[src/design/cfm_pkg.sv]
// Constants and types shared by the clock fail monitor design
package cfm_pkg;
  localparam int unsigned CLK_HZ        = 100_000_000;
  localparam int unsigned SAMPLE_HZ     = 31_250;
  localparam int unsigned SAMPLE_CYC    = CLK_HZ / SAMPLE_HZ;
  localparam int unsigned PLL_LOCK_US   = 2000;
  localparam int unsigned PLL_LOCK_CYC  = PLL_LOCK_US * (CLK_HZ / 1_000_000);
  localparam int unsigned OSC_START_CYC = 1024;

  localparam logic [7:0] OFF_OSC_CTRL = 8'h00;
  localparam logic [7:0] OFF_PM_CMD   = 8'h04;
  localparam logic [7:0] OFF_STATUS   = 8'h08;
  localparam logic [7:0] OFF_MASK     = 8'h0C;

  localparam int unsigned SRC_LSB      = 0;
  localparam int unsigned RUN_FLAG_BIT = 3;
  localparam int unsigned PM_GO_BIT    = 0;
  localparam int unsigned PM_SRC_LSB   = 1;
  localparam int unsigned PM_MODE_LSB  = 3;
  localparam int unsigned ST_FAIL_BIT  = 0;
  localparam int unsigned ST_READY_BIT = 1;
  localparam logic [1:0]  STATUS_RST   = 2'h0;
  localparam logic [1:0]  MASK_RST     = 2'h0;

  typedef enum logic [1:0] {
    SRC_PRIMARY   = 2'h0,
    SRC_SECONDARY = 2'h1,
    SRC_INT_RC    = 2'h2
  } cfm_src_t;

  typedef enum logic [1:0] {
    CFG_EXT_CLOCK  = 2'h0,
    CFG_SPEED_XTAL = 2'h1,
    CFG_XTAL_PLL   = 2'h2,
    CFG_INT_RC     = 2'h3
  } cfm_cfg_t;

  typedef enum logic [1:0] {
    PM_RUN   = 2'h0,
    PM_IDLE  = 2'h1,
    PM_SLEEP = 2'h2
  } cfm_pm_t;

  typedef enum logic [4:0] {
    ST_START = 5'h01,
    ST_PRIM  = 5'h02,
    ST_FAIL  = 5'h04,
    ST_PM    = 5'h08,
    ST_SLEEP = 5'h10
  } cfm_state_t;
endpackage

[src/design/cfm_mon_if.sv]
// Signals between the clock fail controller, its fail detector and start timer
`timescale 1ns/1ps
`default_nettype none
interface cfm_mon_if;
  logic mon_en;
  logic fail;
  logic prim_rise;
  logic tmr_start;
  logic need_start;
  logic need_pll;
  logic ready;
  modport det (input mon_en, output fail, output prim_rise);
  modport tmr (input tmr_start, input need_start, input need_pll, input prim_rise, output ready);
  modport ctl (output mon_en, output tmr_start, output need_start, output need_pll,
               input fail, input ready, input prim_rise);
endinterface
`default_nettype wire

[src/design/cfm_ctrl.sv]
// Fail-safe clock monitor and clock source fallback controller
//
// The Wishbone interface to the registers and the address map were decided locally.
`timescale 1ns/1ps
`default_nettype none
module cfm_ctrl
  import cfm_pkg::*;
#(
  parameter int unsigned PLL_CYCLES    = PLL_LOCK_CYC,
  parameter int unsigned START_EDGES   = OSC_START_CYC,
  parameter int unsigned SAMPLE_CYCLES = SAMPLE_CYC
)(
  input  wire logic        clk_i,
  input  wire logic        rst_i,
  input  wire logic        wb_cyc_i,
  input  wire logic        wb_stb_i,
  input  wire logic        wb_we_i,
  input  wire logic [7:0]  wb_adr_i,
  input  wire logic [3:0]  wb_sel_i,
  input  wire logic [31:0] wb_dat_i,
  output logic      [31:0] wb_dat_o,
  output logic             wb_ack_o,
  input  wire logic        prim_clk_i,
  input  wire logic [1:0]  cfg_osc_mode_i,
  input  wire logic        wake_i,
  input  wire logic        irq_req_i,
  output logic      [1:0]  clk_sel_o,
  output logic             primary_en_o,
  output logic             cpu_run_o,
  output logic             run_flag_o,
  output logic             irq_o
);
  function automatic logic hit(input logic [7:0] adr, input logic [7:0] off);
    hit = (adr[7:2] == off[7:2]);
  endfunction

  cfm_mon_if mon ();

  cfm_fail_det #(
    .SAMPLE_CYCLES (SAMPLE_CYCLES)
  ) u_det (
    .clk_i      (clk_i),
    .rst_i      (rst_i),
    .prim_clk_i (prim_clk_i),
    .mon        (mon.det)
  );

  cfm_start_tmr #(
    .START_EDGES (START_EDGES),
    .PLL_CYCLES  (PLL_CYCLES)
  ) u_tmr (
    .clk_i (clk_i),
    .rst_i (rst_i),
    .mon   (mon.tmr)
  );

  // Pin synchronisers; the strap is taken once after reset release
  logic       wake1_q;
  logic       wake2_q;
  logic [1:0] cfg1_q;
  logic [1:0] cfg2_q;
  always_ff @(posedge clk_i)
  begin
    wake1_q <= wake_i;
    wake2_q <= wake1_q;
    cfg1_q  <= cfg_osc_mode_i;
    cfg2_q  <= cfg1_q;
  end

  cfm_state_t state_q;
  cfm_state_t state_d;
  cfm_cfg_t   cfg_q;
  cfm_src_t   osc_src_q;
  cfm_src_t   osc_src_d;
  cfm_src_t   clk_sel_q;
  cfm_src_t   clk_sel_d;
  logic       boot_q;
  logic       pm_fail_q;
  logic       pm_fail_d;
  logic       idle_q;
  logic       idle_d;
  logic       run_flag_q;
  logic       run_flag_d;
  logic       primary_en_q;
  logic       primary_en_d;
  logic       cpu_run_q;
  logic [1:0] status_q;
  logic [1:0] status_d;
  logic [1:0] mask_q;
  logic [1:0] mask_d;
  logic       irq_q;
  // Remembers a power-managed entry since reset; only then may the control register source field leave its reset value
  logic       pm_seen_q;
  logic       ack_q;
  logic [31:0] dat_q;

  // Bus decode
  wire logic     acc      = wb_cyc_i && wb_stb_i && !ack_q;
  wire logic     wr0      = acc && wb_we_i && wb_sel_i[0];
  wire logic     pm_go    = wr0 && hit(wb_adr_i, OFF_PM_CMD) && wb_dat_i[PM_GO_BIT];
  wire cfm_src_t pm_src   = cfm_src_t'(wb_dat_i[PM_SRC_LSB +: 2]);
  wire cfm_pm_t  pm_mode  = cfm_pm_t'(wb_dat_i[PM_MODE_LSB +: 2]);
  wire logic     pm_enter = pm_go && (state_q != ST_SLEEP);
  wire logic     to_pm    = pm_enter && (pm_mode != PM_SLEEP);
  wire logic     wake     = (state_q == ST_SLEEP) && wake2_q;
  wire logic [1:0] w1c    = (wr0 && hit(wb_adr_i, OFF_STATUS)) ? wb_dat_i[1:0] : 2'h0;

  // Crystal modes keep the monitor off while starting, so no false failure
  assign mon.need_start = (cfg_q == CFG_SPEED_XTAL) || (cfg_q == CFG_XTAL_PLL);
  assign mon.need_pll   = (cfg_q == CFG_XTAL_PLL);
  assign mon.tmr_start  = boot_q || wake;
  // The pin is only watched when it really carries the primary clock
  wire logic pin_used = (cfg_q != CFG_INT_RC);
  assign mon.mon_en = ((state_q == ST_START) && (cfg_q == CFG_EXT_CLOCK))
                   || ((state_q == ST_PRIM) && pin_used)
                   || ((state_q == ST_PM) && (osc_src_q == SRC_PRIMARY) && !pm_fail_q && pin_used);

  wire logic fail_ev  = mon.fail && ((state_q == ST_START) || (state_q == ST_PRIM) || (state_q == ST_PM));
  wire logic ready_ev = (state_q == ST_START) && (state_d == ST_PRIM);

  always_comb
  begin
    state_d = state_q;
    case (state_q)
      ST_START:
        if (mon.fail)
          state_d = ST_FAIL;
        else if (mon.ready)
          state_d = ST_PRIM;
      ST_PRIM:
        if (mon.fail)
          state_d = ST_FAIL;
      ST_FAIL:
        state_d = ST_FAIL;
      ST_PM:
        state_d = ST_PM;
      ST_SLEEP:
        if (wake2_q)
          state_d = ST_START;
      default:
        state_d = ST_START;
    endcase
    if (pm_enter)
      state_d = (pm_mode == PM_SLEEP) ? ST_SLEEP : ST_PM;
  end

  // The control register source field changes only on power-managed entry
  assign osc_src_d = to_pm ? pm_src : osc_src_q;
  // A failure in power-managed mode latches fallback; only a new run or idle entry, or a wake from sleep, clears it
  assign pm_fail_d = (to_pm || wake) ? 1'b0 : (pm_fail_q || ((state_q == ST_PM) && mon.fail));
  assign idle_d    = pm_enter ? (pm_mode == PM_IDLE)
                   : ((irq_req_i || irq_q) ? 1'b0 : idle_q);

  always_comb
  begin
    clk_sel_d    = SRC_INT_RC;
    primary_en_d = 1'b1;
    case (state_d)
      ST_START:
        clk_sel_d = SRC_INT_RC;
      ST_PRIM:
        clk_sel_d = SRC_PRIMARY;
      ST_FAIL:
        clk_sel_d = SRC_INT_RC;
      ST_PM:
      begin
        clk_sel_d    = pm_fail_d ? SRC_INT_RC : osc_src_d;
        primary_en_d = (osc_src_d == SRC_PRIMARY);
      end
      ST_SLEEP:
        primary_en_d = 1'b0;
      default:
        clk_sel_d = SRC_INT_RC;
    endcase
  end

  assign run_flag_d = (state_d == ST_PRIM)
                   || ((state_d == ST_PM) && (osc_src_d == SRC_PRIMARY) && !pm_fail_d);
  // Set wins over a write-one-to-clear in the same cycle
  assign status_d = (status_q & ~w1c) | ({1'b0, fail_ev} << ST_FAIL_BIT)
                  | ({1'b0, ready_ev} << ST_READY_BIT);
  assign mask_d   = (wr0 && hit(wb_adr_i, OFF_MASK)) ? wb_dat_i[1:0] : mask_q;

  wire logic [31:0] rd_osc = (32'(run_flag_q) << RUN_FLAG_BIT) | (32'(osc_src_q) << SRC_LSB);
  wire logic [31:0] rd_dat = hit(wb_adr_i, OFF_OSC_CTRL) ? rd_osc
                           : hit(wb_adr_i, OFF_PM_CMD)   ? 32'(state_q)
                           : hit(wb_adr_i, OFF_STATUS)   ? 32'(status_q)
                           : hit(wb_adr_i, OFF_MASK)     ? 32'(mask_q)
                           : 32'h0;

  always_ff @(posedge clk_i)
  begin
    if (rst_i)
    begin
      boot_q <= 1'b1;
      cfg_q  <= CFG_INT_RC;
    end
    else
    begin
      boot_q <= 1'b0;
      if (boot_q)
        cfg_q <= cfm_cfg_t'(cfg2_q);
    end
  end

  always_ff @(posedge clk_i)
  begin
    if (rst_i)
    begin
      state_q      <= ST_START;
      osc_src_q    <= SRC_PRIMARY;
      clk_sel_q    <= SRC_INT_RC;
      pm_fail_q    <= 1'b0;
      idle_q       <= 1'b0;
      run_flag_q   <= 1'b0;
      primary_en_q <= 1'b1;
      cpu_run_q    <= 1'b1;
      status_q     <= STATUS_RST;
      mask_q       <= MASK_RST;
      irq_q        <= 1'b0;
      pm_seen_q    <= 1'b0;
    end
    else
    begin
      state_q      <= state_d;
      osc_src_q    <= osc_src_d;
      clk_sel_q    <= clk_sel_d;
      pm_fail_q    <= pm_fail_d;
      idle_q       <= idle_d;
      run_flag_q   <= run_flag_d;
      primary_en_q <= primary_en_d;
      cpu_run_q    <= (state_d != ST_SLEEP) && !idle_d;
      status_q     <= status_d;
      mask_q       <= mask_d;
      irq_q        <= |(status_d & mask_d);
      pm_seen_q    <= pm_seen_q || to_pm;
    end
  end

  always_ff @(posedge clk_i)
  begin
    if (rst_i)
    begin
      ack_q <= 1'b0;
      dat_q <= 32'h0;
    end
    else
    begin
      ack_q <= acc;
      if (acc)
        dat_q <= rd_dat;
    end
  end

  assign wb_ack_o     = ack_q;
  assign wb_dat_o     = dat_q;
  assign clk_sel_o    = clk_sel_q;
  assign primary_en_o = primary_en_q;
  assign cpu_run_o    = cpu_run_q;
  assign run_flag_o   = run_flag_q;
  assign irq_o        = irq_q;
endmodule // cfm_ctrl
`default_nettype wire

[src/design/cfm_fail_det.sv]
// Primary clock synchroniser and missing-transition detector
`timescale 1ns/1ps
`default_nettype none
module cfm_fail_det
  import cfm_pkg::*;
#(
  parameter int unsigned SAMPLE_CYCLES = SAMPLE_CYC
)(
  input  wire logic clk_i,
  input  wire logic rst_i,
  input  wire logic prim_clk_i,
  cfm_mon_if.det    mon
);
  localparam int unsigned CW = $clog2(SAMPLE_CYCLES);
  logic          sync1_q;
  logic          sync2_q;
  logic          last_q;
  logic [CW-1:0] cnt_q;
  logic          seen_q;
  logic          fail_q;
  wire logic     toggled = sync2_q ^ last_q;
  wire logic     tick    = (cnt_q == CW'(SAMPLE_CYCLES - 1));

  always_ff @(posedge clk_i)
  begin
    sync1_q <= prim_clk_i;
    sync2_q <= sync1_q;
    last_q  <= sync2_q;
  end

  // Sample tick stands in for the internal RC sample clock
  always_ff @(posedge clk_i)
  begin
    if (rst_i)
    begin
      cnt_q  <= '0;
      seen_q <= 1'b1;
      fail_q <= 1'b0;
    end
    else
    begin
      cnt_q  <= tick ? '0 : cnt_q + 1'b1;
      // Disarmed monitor counts as seen so enabling it cannot fail at once
      seen_q <= !mon.mon_en || toggled || (seen_q && !tick);
      fail_q <= mon.mon_en && tick && !seen_q && !toggled;
    end
  end

  assign mon.fail      = fail_q;
  assign mon.prim_rise = sync2_q && !last_q;
endmodule // cfm_fail_det
`default_nettype wire

[src/design/cfm_start_tmr.sv]
// Oscillator start-up timer followed by the PLL lock timer
`timescale 1ns/1ps
`default_nettype none
module cfm_start_tmr
  import cfm_pkg::*;
#(
  parameter int unsigned START_EDGES = OSC_START_CYC,
  parameter int unsigned PLL_CYCLES  = PLL_LOCK_CYC
)(
  input  wire logic clk_i,
  input  wire logic rst_i,
  cfm_mon_if.tmr    mon
);
  localparam int unsigned SW = $clog2(START_EDGES + 1);
  localparam int unsigned PW = $clog2(PLL_CYCLES + 1);
  logic [SW-1:0] osc_cnt_q;
  logic [PW-1:0] pll_cnt_q;
  logic          ready_q;
  wire logic     osc_ok = !mon.need_start || (osc_cnt_q == SW'(START_EDGES));
  wire logic     pll_ok = !mon.need_pll || (pll_cnt_q == PW'(PLL_CYCLES));

  always_ff @(posedge clk_i)
  begin
    if (rst_i || mon.tmr_start)
    begin
      osc_cnt_q <= '0;
      pll_cnt_q <= '0;
      ready_q   <= 1'b0;
    end
    else
    begin
      if (!osc_ok && mon.prim_rise)
        osc_cnt_q <= osc_cnt_q + 1'b1;
      if (osc_ok && !pll_ok)
        pll_cnt_q <= pll_cnt_q + 1'b1;
      ready_q <= osc_ok && pll_ok;
    end
  end

  assign mon.ready = ready_q;
endmodule // cfm_start_tmr
`default_nettype wire
[config.mk]
export PLATFORM = sky130hd
export DESIGN_NAME = cfm_ctrl
export DESIGN_NICKNAME = d
export VERILOG_FILES = /design/src/design/cfm_pkg.sv /design/src/design/cfm_mon_if.sv /design/src/design/cfm_ctrl.sv /design/src/design/cfm_fail_det.sv /design/src/design/cfm_start_tmr.sv
export SDC_FILE = /design/constraint.sdc
export NUM_CORES = 1
export LEC_CHECK = 0
export CAP_MARGIN = 20
export CORE_MARGIN = 2
export CORE_UTILIZATION = 55
export CTS_BUF_LIST = sky130_fd_sc_hd__clkbuf_8
export DETAILED_ROUTE_END_ITERATION = 8
export DONT_BUFFER_PORTS = 1
export GPL_TIMING_DRIVEN = 0
export PLACE_DENSITY = 0.71
export SLEW_MARGIN = 25
export SYNTH_ARGS = -nofsm -noshare
export SYNTH_HDL_FRONTEND = slang
export SYNTH_SLANG_ARGS = --single-unit
[constraint.sdc]
create_clock -name clk_i -period 2.17 [get_ports clk_i]
set_input_delay 0.434 -clock clk_i [delete_from_list [all_inputs] [get_ports clk_i]]
set_output_delay 0.434 -clock clk_i [all_outputs]
set_load 0.05 [all_outputs]
==> results of run 1 <==
[logic make-up after synthesis]
kind of cell,after synthesis,share of synthesized area
AO/OA/AOI/OAI,73,0.1200
XOR/XNOR,21,0.04782
adder cells (fa/ha/maj),9,0.02928
buffers and inverters,58,0.08848
flip-flops,81,0.4216
multiplexers,9,0.02993
other,1,0.0009750
AND/OR/NAND/NOR,188,0.2619
[where the power goes]
part	switching, mW	internal, mW
Clock	0.563	0.683
Combinational	0.202	0.0971
Sequential	0.0265	1.51
[per-stage QoR]
stage               setup slack [ns]  area (µm²)  std cells  setup TNS (ns)  hold slack [ns]
floorplan                    0.03227        3944        466               0           0.3096
global placement             -0.2287        4064        562         -0.8911           0.3122
detailed placement           -0.2465        4064        562          -1.125           0.3121
CTS                          0.02883        4305        579               0          0.08799
global route                -0.06077        4345        579        -0.07344          0.08148
finish                       0.06798        4345        579               0          0.09985
[metal layers]
layer  GRT usage  routed length, µm
met1      0.2487               3394
met2      0.3554               3818
met4     0.08112                109
met3     0.05467                378
met5           0                  0
[final cells by class]
cell class | count | area [µm²] | share of cell area
flip-flops and latches | 81 | 1623 | 0.3735
plain buffers | 42 | 285.3 | 0.06565
clock buffers | 10 | 137.6 | 0.03167
inverters | 16 | 60.06 | 0.01382
repair buffers | 1 | 7.507 | 0.001728
well taps | 96 | 120.1 | 0.02764
clock inverters | 6 | 90.09 | 0.02073
multi-input cells | 327 | 2022 | 0.4653
[final timing paths]
check	start	end	cells past startpoint
max	wb_ack_o	clk_sel_o[1]	6
min reg2reg	wake1_q	wake2_q	0
min	prim_clk_i	u_det.sync1_q	0
max reg2reg	wb_ack_o	clk_sel_o[1]	6
[critical path, stage by stage (launching register included)]
cell      delay [ns]
dfxtp_2         0.42
nand3b_1        0.28
nor3_4          0.27
nor4bb_1        0.35
buf_4           0.23
mux2i_1         0.28
a31oi_1         0.14
[placed cells by master (no fill, tap or decap), types with 3 or more instances in the layout]
cell type and count:
xor2_1 15, ha_1 9, and2_1 7, or3_1 13, nand4_1 7, and4_1 5, inv_1 16, dfxtp_1 80
conb_1 27, o211ai_1 7, clkbuf_8 11, a31oi_1 3, nor3_1 3, clkbuf_1 4, mux2i_1 6, or4_1 5
nand2_1 38, a21oi_1 22, nor4_1 6, xnor2_1 6, nand3_1 22, nor2_1 49, o21ai_0 20, buf_2 5
and3_1 9, nor4_2 3, buf_4 29, nor2b_1 3, a22oi_1 3
[registers in the layout, summed over array words and instances (netlist names), 2 cells and up]
signal and flops:
u_tmr.pll_cnt_q 18, u_det.cnt_q 12, u_tmr.osc_cnt_q 11, state_q 5
wb_dat_o 5, cfg1_q 2, cfg2_q 2, cfg_q 2
clk_sel_o 2, mask_q 2, osc_src_q 2, status_q 2
[timing repair]
item | 4_1_cts | 5_1_grt
gates cloned | 0 | 0
setup buffers | 1 | 0
endpoints found under the setup margin | 14 | 24
pin swaps | 1 | 0
resized for setup | 2 | 10
==> qor.yml, run 1 <==
worst_setup_path:
  required_ns: 2.38
  startpoint_type: "flip-flop"
  cp_max_fo: 6
  critical_path_arrival_ns: 2.32
  critPathKind: "reg -> reg"
  ff2ff_setup_slack_ns: 0.07
  endpoint_kind: "flip-flop"
synth:
  synthTopCellsByCount: "dfxtp_1, nor2_1, nand2_1, buf_4"
  async_flop_share: 0
  synth_seq_cells: 81
  syn_inst: 440
  synth_edf_count: 0
  ys_seq_area_frac: 0.4216
  yosysTopAreaCellShare: 0.4216
  netlist_area_mm2: 0.003846
  synthDistinctLibCells: 59
  yosys.area.top_type: "dfxtp_1"
  syn_area_per_cell_um2: 8.741
  yosysMostFrequentCell: "dfxtp_1"
  ys_warn_count: 0
  yosys-top-cells-area: "dfxtp_1, buf_4, nor2_1"
  synthFlopType: "dfxtp_1"
route:
  drc: 0
  drt_pass1_iterations: 5
  wire_per_inst_um: 13.30
  wirelength_mm: 7.701
  via_count: 3118
  drt_iter0_markers: 110
  viasPerCell: 5.385
  ant_nets: 0
flow_run:
  cap_violations: 0
timing:
  rsz0062_at_grt: "true"
  finalCritPeriodShare: 0.9687
  hold_viol: 0
  min_period_ns: 2.102
  worst_pin_slew_ns: 0.8391
  max_slew_margin: 0.4372
  setup_violations: 0
  finClkSkew_ns: 0.004550
  maxSlewViolCount: 0
  max_freq_mhz: 475.7
hold_path:
  hold_class: "in -> reg"
clock_network:
  cts-buffers-inserted: 9
  htreeDepth: 3
  cts_hold_buffers: 0
  cts.sinks: 81
  cts_tree: "yes"
  clk_latency_ns: 0.35
  clk_pin_slew_worst_paths_ns: 0.08
  cts_buffer_depth: 2
  cts_root_buffer: "clkbuf_8"
final_layout:
  fillCellCount: 592
  area_growth_pct: 12.98
  num_antenna_cells: 0
  utilization: 0.6396
  layout-drive-gt1-share: 0.1573
  fin_nets: 541
floorplan:
  ios: 93
  die_y_um: 87.63
  die_w_um: 87.63
  die-area_mm2: 0.007678
  core_mm2: 0.006794
  rows: 30
  start_util: 0.5661
power:
  p_leak_nw: 1.716
  peakVddDrop_v: 0.0003957
  power_density_mw_per_mm2: 709.4
  power_mw: 3.083
grt:
  antenna_found_initial: 0
  grtUsageTotal: 0.2076
  grt-ovfl-total: 0
  grt_start_max_net_pins: 15
  grt_pass1_vias: 2753
  grt_pass1_wl_mm: 12.45
placement:
  dp_hpwl_mm: 5.635
  gp_congestion: 0.8875
  io_buffers: 0
status:
  outcome: "finished clean"
(Power assumes the default switching activity.)
==> inputs of run 2 (changes only) <==
Settings changed: PLACE_DENSITY 0.71 to 0.68, SYNTH_HIERARCHICAL from default to 1.
Clock period 2.17 ns to 2.7 ns, I/O delays scaled along.
==> qor.yml, run 2 <==
status:
  outcome: "finished clean"
final_layout:
  final_cell_mix: "dfxtp_1, nor2_1, a21oi_1"
  final_common_cell: "dfxtp_1"
  fillCellCount: 635  # +7.3%
  fin_nets: 545  # +0.74%
  top_regs: "u_tmr/pll_cnt_q: 18 flops, u_det/cnt_q: 12 flops, u_tmr/osc_cnt_q: 11 flops"
  num_antenna_cells: 0  # unchanged
  largest_reg_flops: 18  # unchanged
  regMostFlops: "u_tmr/pll_cnt_q"
  design_area_mm2: 0.004456  # +2.5%
  layout-drive-gt1-share: 0.1663  # +0.008975
  area_growth_pct: 10.90
clock_network:
  htreeDepth: 3  # unchanged
  cts-buffers-inserted: 9  # unchanged
  clk_latency_ns: 0.35  # about the same
  cts_hold_buffers: 0  # unchanged
  cts_buffer_depth: 2  # unchanged
  post_cts_buffers: 0  # -1
  cts_tree: "yes"
  cts.sinks: 81  # unchanged
  clk_pin_slew_worst_paths_ns: 0.08  # about the same
  post_cts_resized: 0  # -2
  cts_root_buffer: "clkbuf_8"
grt:
  grt_util_met3: 0.04155  # -0.01311
  grtUsageTotal: 0.1990  # -0.008625
  grt_busiest_layer: "met2"
  antenna_found_initial: 0  # unchanged
  grt-ovfl-total: 0  # unchanged
  grt_pass1_wl_mm: 12.28  # -1.4%
  grt_start_max_net_pins: 15  # unchanged
  met1_usage: 0.2569  # +0.008185
  grt_pass1_vias: 2739  # -0.51%
  grt_use_met2: 0.3232  # -0.03214
route:
  viasPerCell: 5.427  # +0.77%
  ant_nets: 0  # unchanged
  drc: 0  # unchanged
  drt_pass1_iterations: 4  # -1
  wirelength_mm: 7.831  # +1.7%
  via_count: 3180  # +2.0%
  wire_per_inst_um: 13.36  # +0.47%
  drt_iter0_markers: 141  # +28%
power:
  p_seq_frac: 0.513  # +0.014
  intPower_mw: 1.778  # -22%
  pwr-share-clk: 0.385  # -0.019
  switchingPower_mw: 0.6308  # -20%
  p_sw_frac: 0.2618  # +0.005361
  peakVddDrop_v: 0.0002954  # -25%
  pwr-share-comb: 0.102  # +0.005
  p_leak_nw: 1.695  # -1.3%
  power_density_mw_per_mm2: 540.7  # -24%
worst_setup_path:
  required_ns: 2.98  # +0.60 ns
  ff2ff_setup_slack_ns: 0.48  # +0.41 ns
  critPathKind: "reg -> reg"
  critical_path_arrival_ns: 2.50  # +0.18 ns
  crit-reg2reg-capture: "u_tmr/pll_cnt_q[15]"
  crit_slowest_cell: "or4_1"
  r2r_cells: 8  # +2
  startpoint_type: "flip-flop"
  critical_path.max_stage_delay_ns: 0.51  # +0.09 ns
  endpoint_kind: "flip-flop"
  worst-path-buf-inv: 2  # +1
  critPathTopFamily: "compound AO/OA/AOI/OAI gates"
  r2r_start: "u_tmr/osc_cnt_q[0]"
  path_cells: "inv_1 > ha_1 > nor2b_1 > a31oi_1 > a211o_1 > buf_6 > or4_1 > a21oi_1"
  cp_max_fo: 10  # +4
timing:
  rsz0062_at_grt: "false"
  finClkSkew_ns: 0.005703  # +0.001153 ns
  worst_pin_slew_ns: 0.7350  # -0.1041 ns
  finalCritPeriodShare: 0.8219  # -0.1468
  setup_violations: 0  # unchanged
  finalWorstSetupSlack_ns: 0.4808  # +0.4129 ns
  hold_viol: 0  # unchanged
  max_freq_mhz: 450.6  # -5.3%
  maxSlewViolCount: 0  # unchanged
  max_slew_margin: 0.5088  # +0.07152
  tns_ns: 0  # unchanged
  min_period_ns: 2.219  # +0.1171 ns
  holdWs_ns: 0.2075  # +0.1077 ns
synth:
  syn_inst: 445  # +1.1%
  yosys.area.top_type: "dfxtp_1"
  ys_warn_count: 6  # +6
  synth_mux_area_frac: 0.03270  # +0.002772
  ys_seq_area_frac: 0.4036  # -0.01799
  synthDistinctLibCells: 68  # +15%
  synthTopCellsByCount: "dfxtp_1, nor2_1, a21oi_1, buf_4, nand2_1"
  yosysMostFrequentCell: "dfxtp_1"
  synthFlopType: "dfxtp_1"
  async_flop_share: 0  # unchanged
  synth_compound_area_frac: 0.1461  # +0.02602
  synth_seq_cells: 81  # unchanged
  synthSimpleGateAreaFrac: 0.2572  # -0.004633
  synth_fa_ha_area_frac: 0.02803  # -0.001249
  synth-xor-area-share: 0.03052  # -0.01730
  netlist_area_mm2: 0.004018  # +4.5%
  yosys-top-cells-area: "dfxtp_1, buf_4, a21oi_1"
  synth_edf_count: 0  # unchanged
  synth_top_family_by_area: "simple AND/OR/NAND/NOR gates"
  yosysTopAreaCellShare: 0.4036  # -0.01799
  syn_area_per_cell_um2: 9.028  # +3.3%
hold_path:
  worstHoldEndpoint: "boot_q"
  hold_class: "in -> reg"
  worstHoldStart: "rst_i"
  hold_depth: 0  # unchanged
floorplan:
  die_w_um: 89.47  # +2.1%
  die-area_mm2: 0.008004  # +4.2%
  ios: 93  # unchanged
  rows: 31  # +3.3%
  start_util: 0.5599  # -0.006219
  die_y_um: 89.47  # +2.1%
  core_mm2: 0.007176  # +5.6%
placement:
  dpl_cell_area_mm2: 0.004239  # +4.3%
  io_buffers: 0  # unchanged
  post-place-ws_ns: 0.4043  # +0.6508 ns
  gp_congestion: 0.8260  # -6.9%
  dp_hpwl_mm: 5.776  # +2.5%
flow_run:
  cap_violations: 0  # unchanged
-- run 2: cells by family (layout without fill, tap and decap cells) --
family                   count (synthesis)  count (layout)
other                                    1              27
flip-flops                              81              81
adder cells (fa/ha/maj)                  9               9
XOR/XNOR                                14              14
multiplexers                            10              10
AND/OR/NAND/NOR                        177             177
AO/OA/AOI/OAI                           89              89
buffers and inverters                   64              80
-- run 2: through the flow --
step	total power, mW	utilization	std cells
floorplan	1.475	-	471
global placement	1.506	0.5908	570
detailed placement	1.508	0.5908	570
CTS	2.439	0.6208	586
global route	2.507	0.6209	586
finish	2.409	0.6209	586
-- run 2: how the worst max path moves through the flow --
stage	from	to	slack [ns]	depth (start not counted)
global placement	wb_adr_i[5]	irq_o	0.41	6
global route	u_tmr/pll_cnt_q[6]	u_tmr/pll_cnt_q[1]	0.35	7
CTS	u_tmr/osc_cnt_q[0]	u_tmr/pll_cnt_q[17]	0.40	7
floorplan	wb_adr_i[5]	irq_o	0.52	5
detailed placement	u_tmr/osc_cnt_q[0]	u_tmr/pll_cnt_q[17]	0.40	7
finish	u_tmr/osc_cnt_q[0]	u_tmr/pll_cnt_q[15]	0.48	8
-- run 2: final cells by class --
cell class / count / area, µm² / area share
Multi-Input combinational cell: 326 / 2090 / 0.4690
Tap cell: 99 / 123.9 / 0.02780
Clock inverter: 5 / 63.81 / 0.01432
Sequential cell: 81 / 1622 / 0.3639
Clock buffer: 11 / 151.4 / 0.03398
Inverter: 20 / 75.07 / 0.01685
Buffer: 44 / 330.3 / 0.07414
-- run 2: routing by layer --
metal	vias up	wire length, µm
met5	-	0
met4	0	109
met3	10	443
met2	86	3656
met1	1460	3621
li1	1624	-
-- run 2: power by group through the flow --
stage / Combinational, mW / Sequential [mW] / Clock (mW)
2_1_floorplan: 0.215 / 1.26 / 0
3_3_place_gp: 0.243 / 1.26 / 0
3_5_place_dp: 0.245 / 1.26 / 0
4_1_cts: 0.246 / 1.24 / 0.957
5_1_grt: 0.267 / 1.24 / 1.00
6_report: 0.247 / 1.24 / 0.927
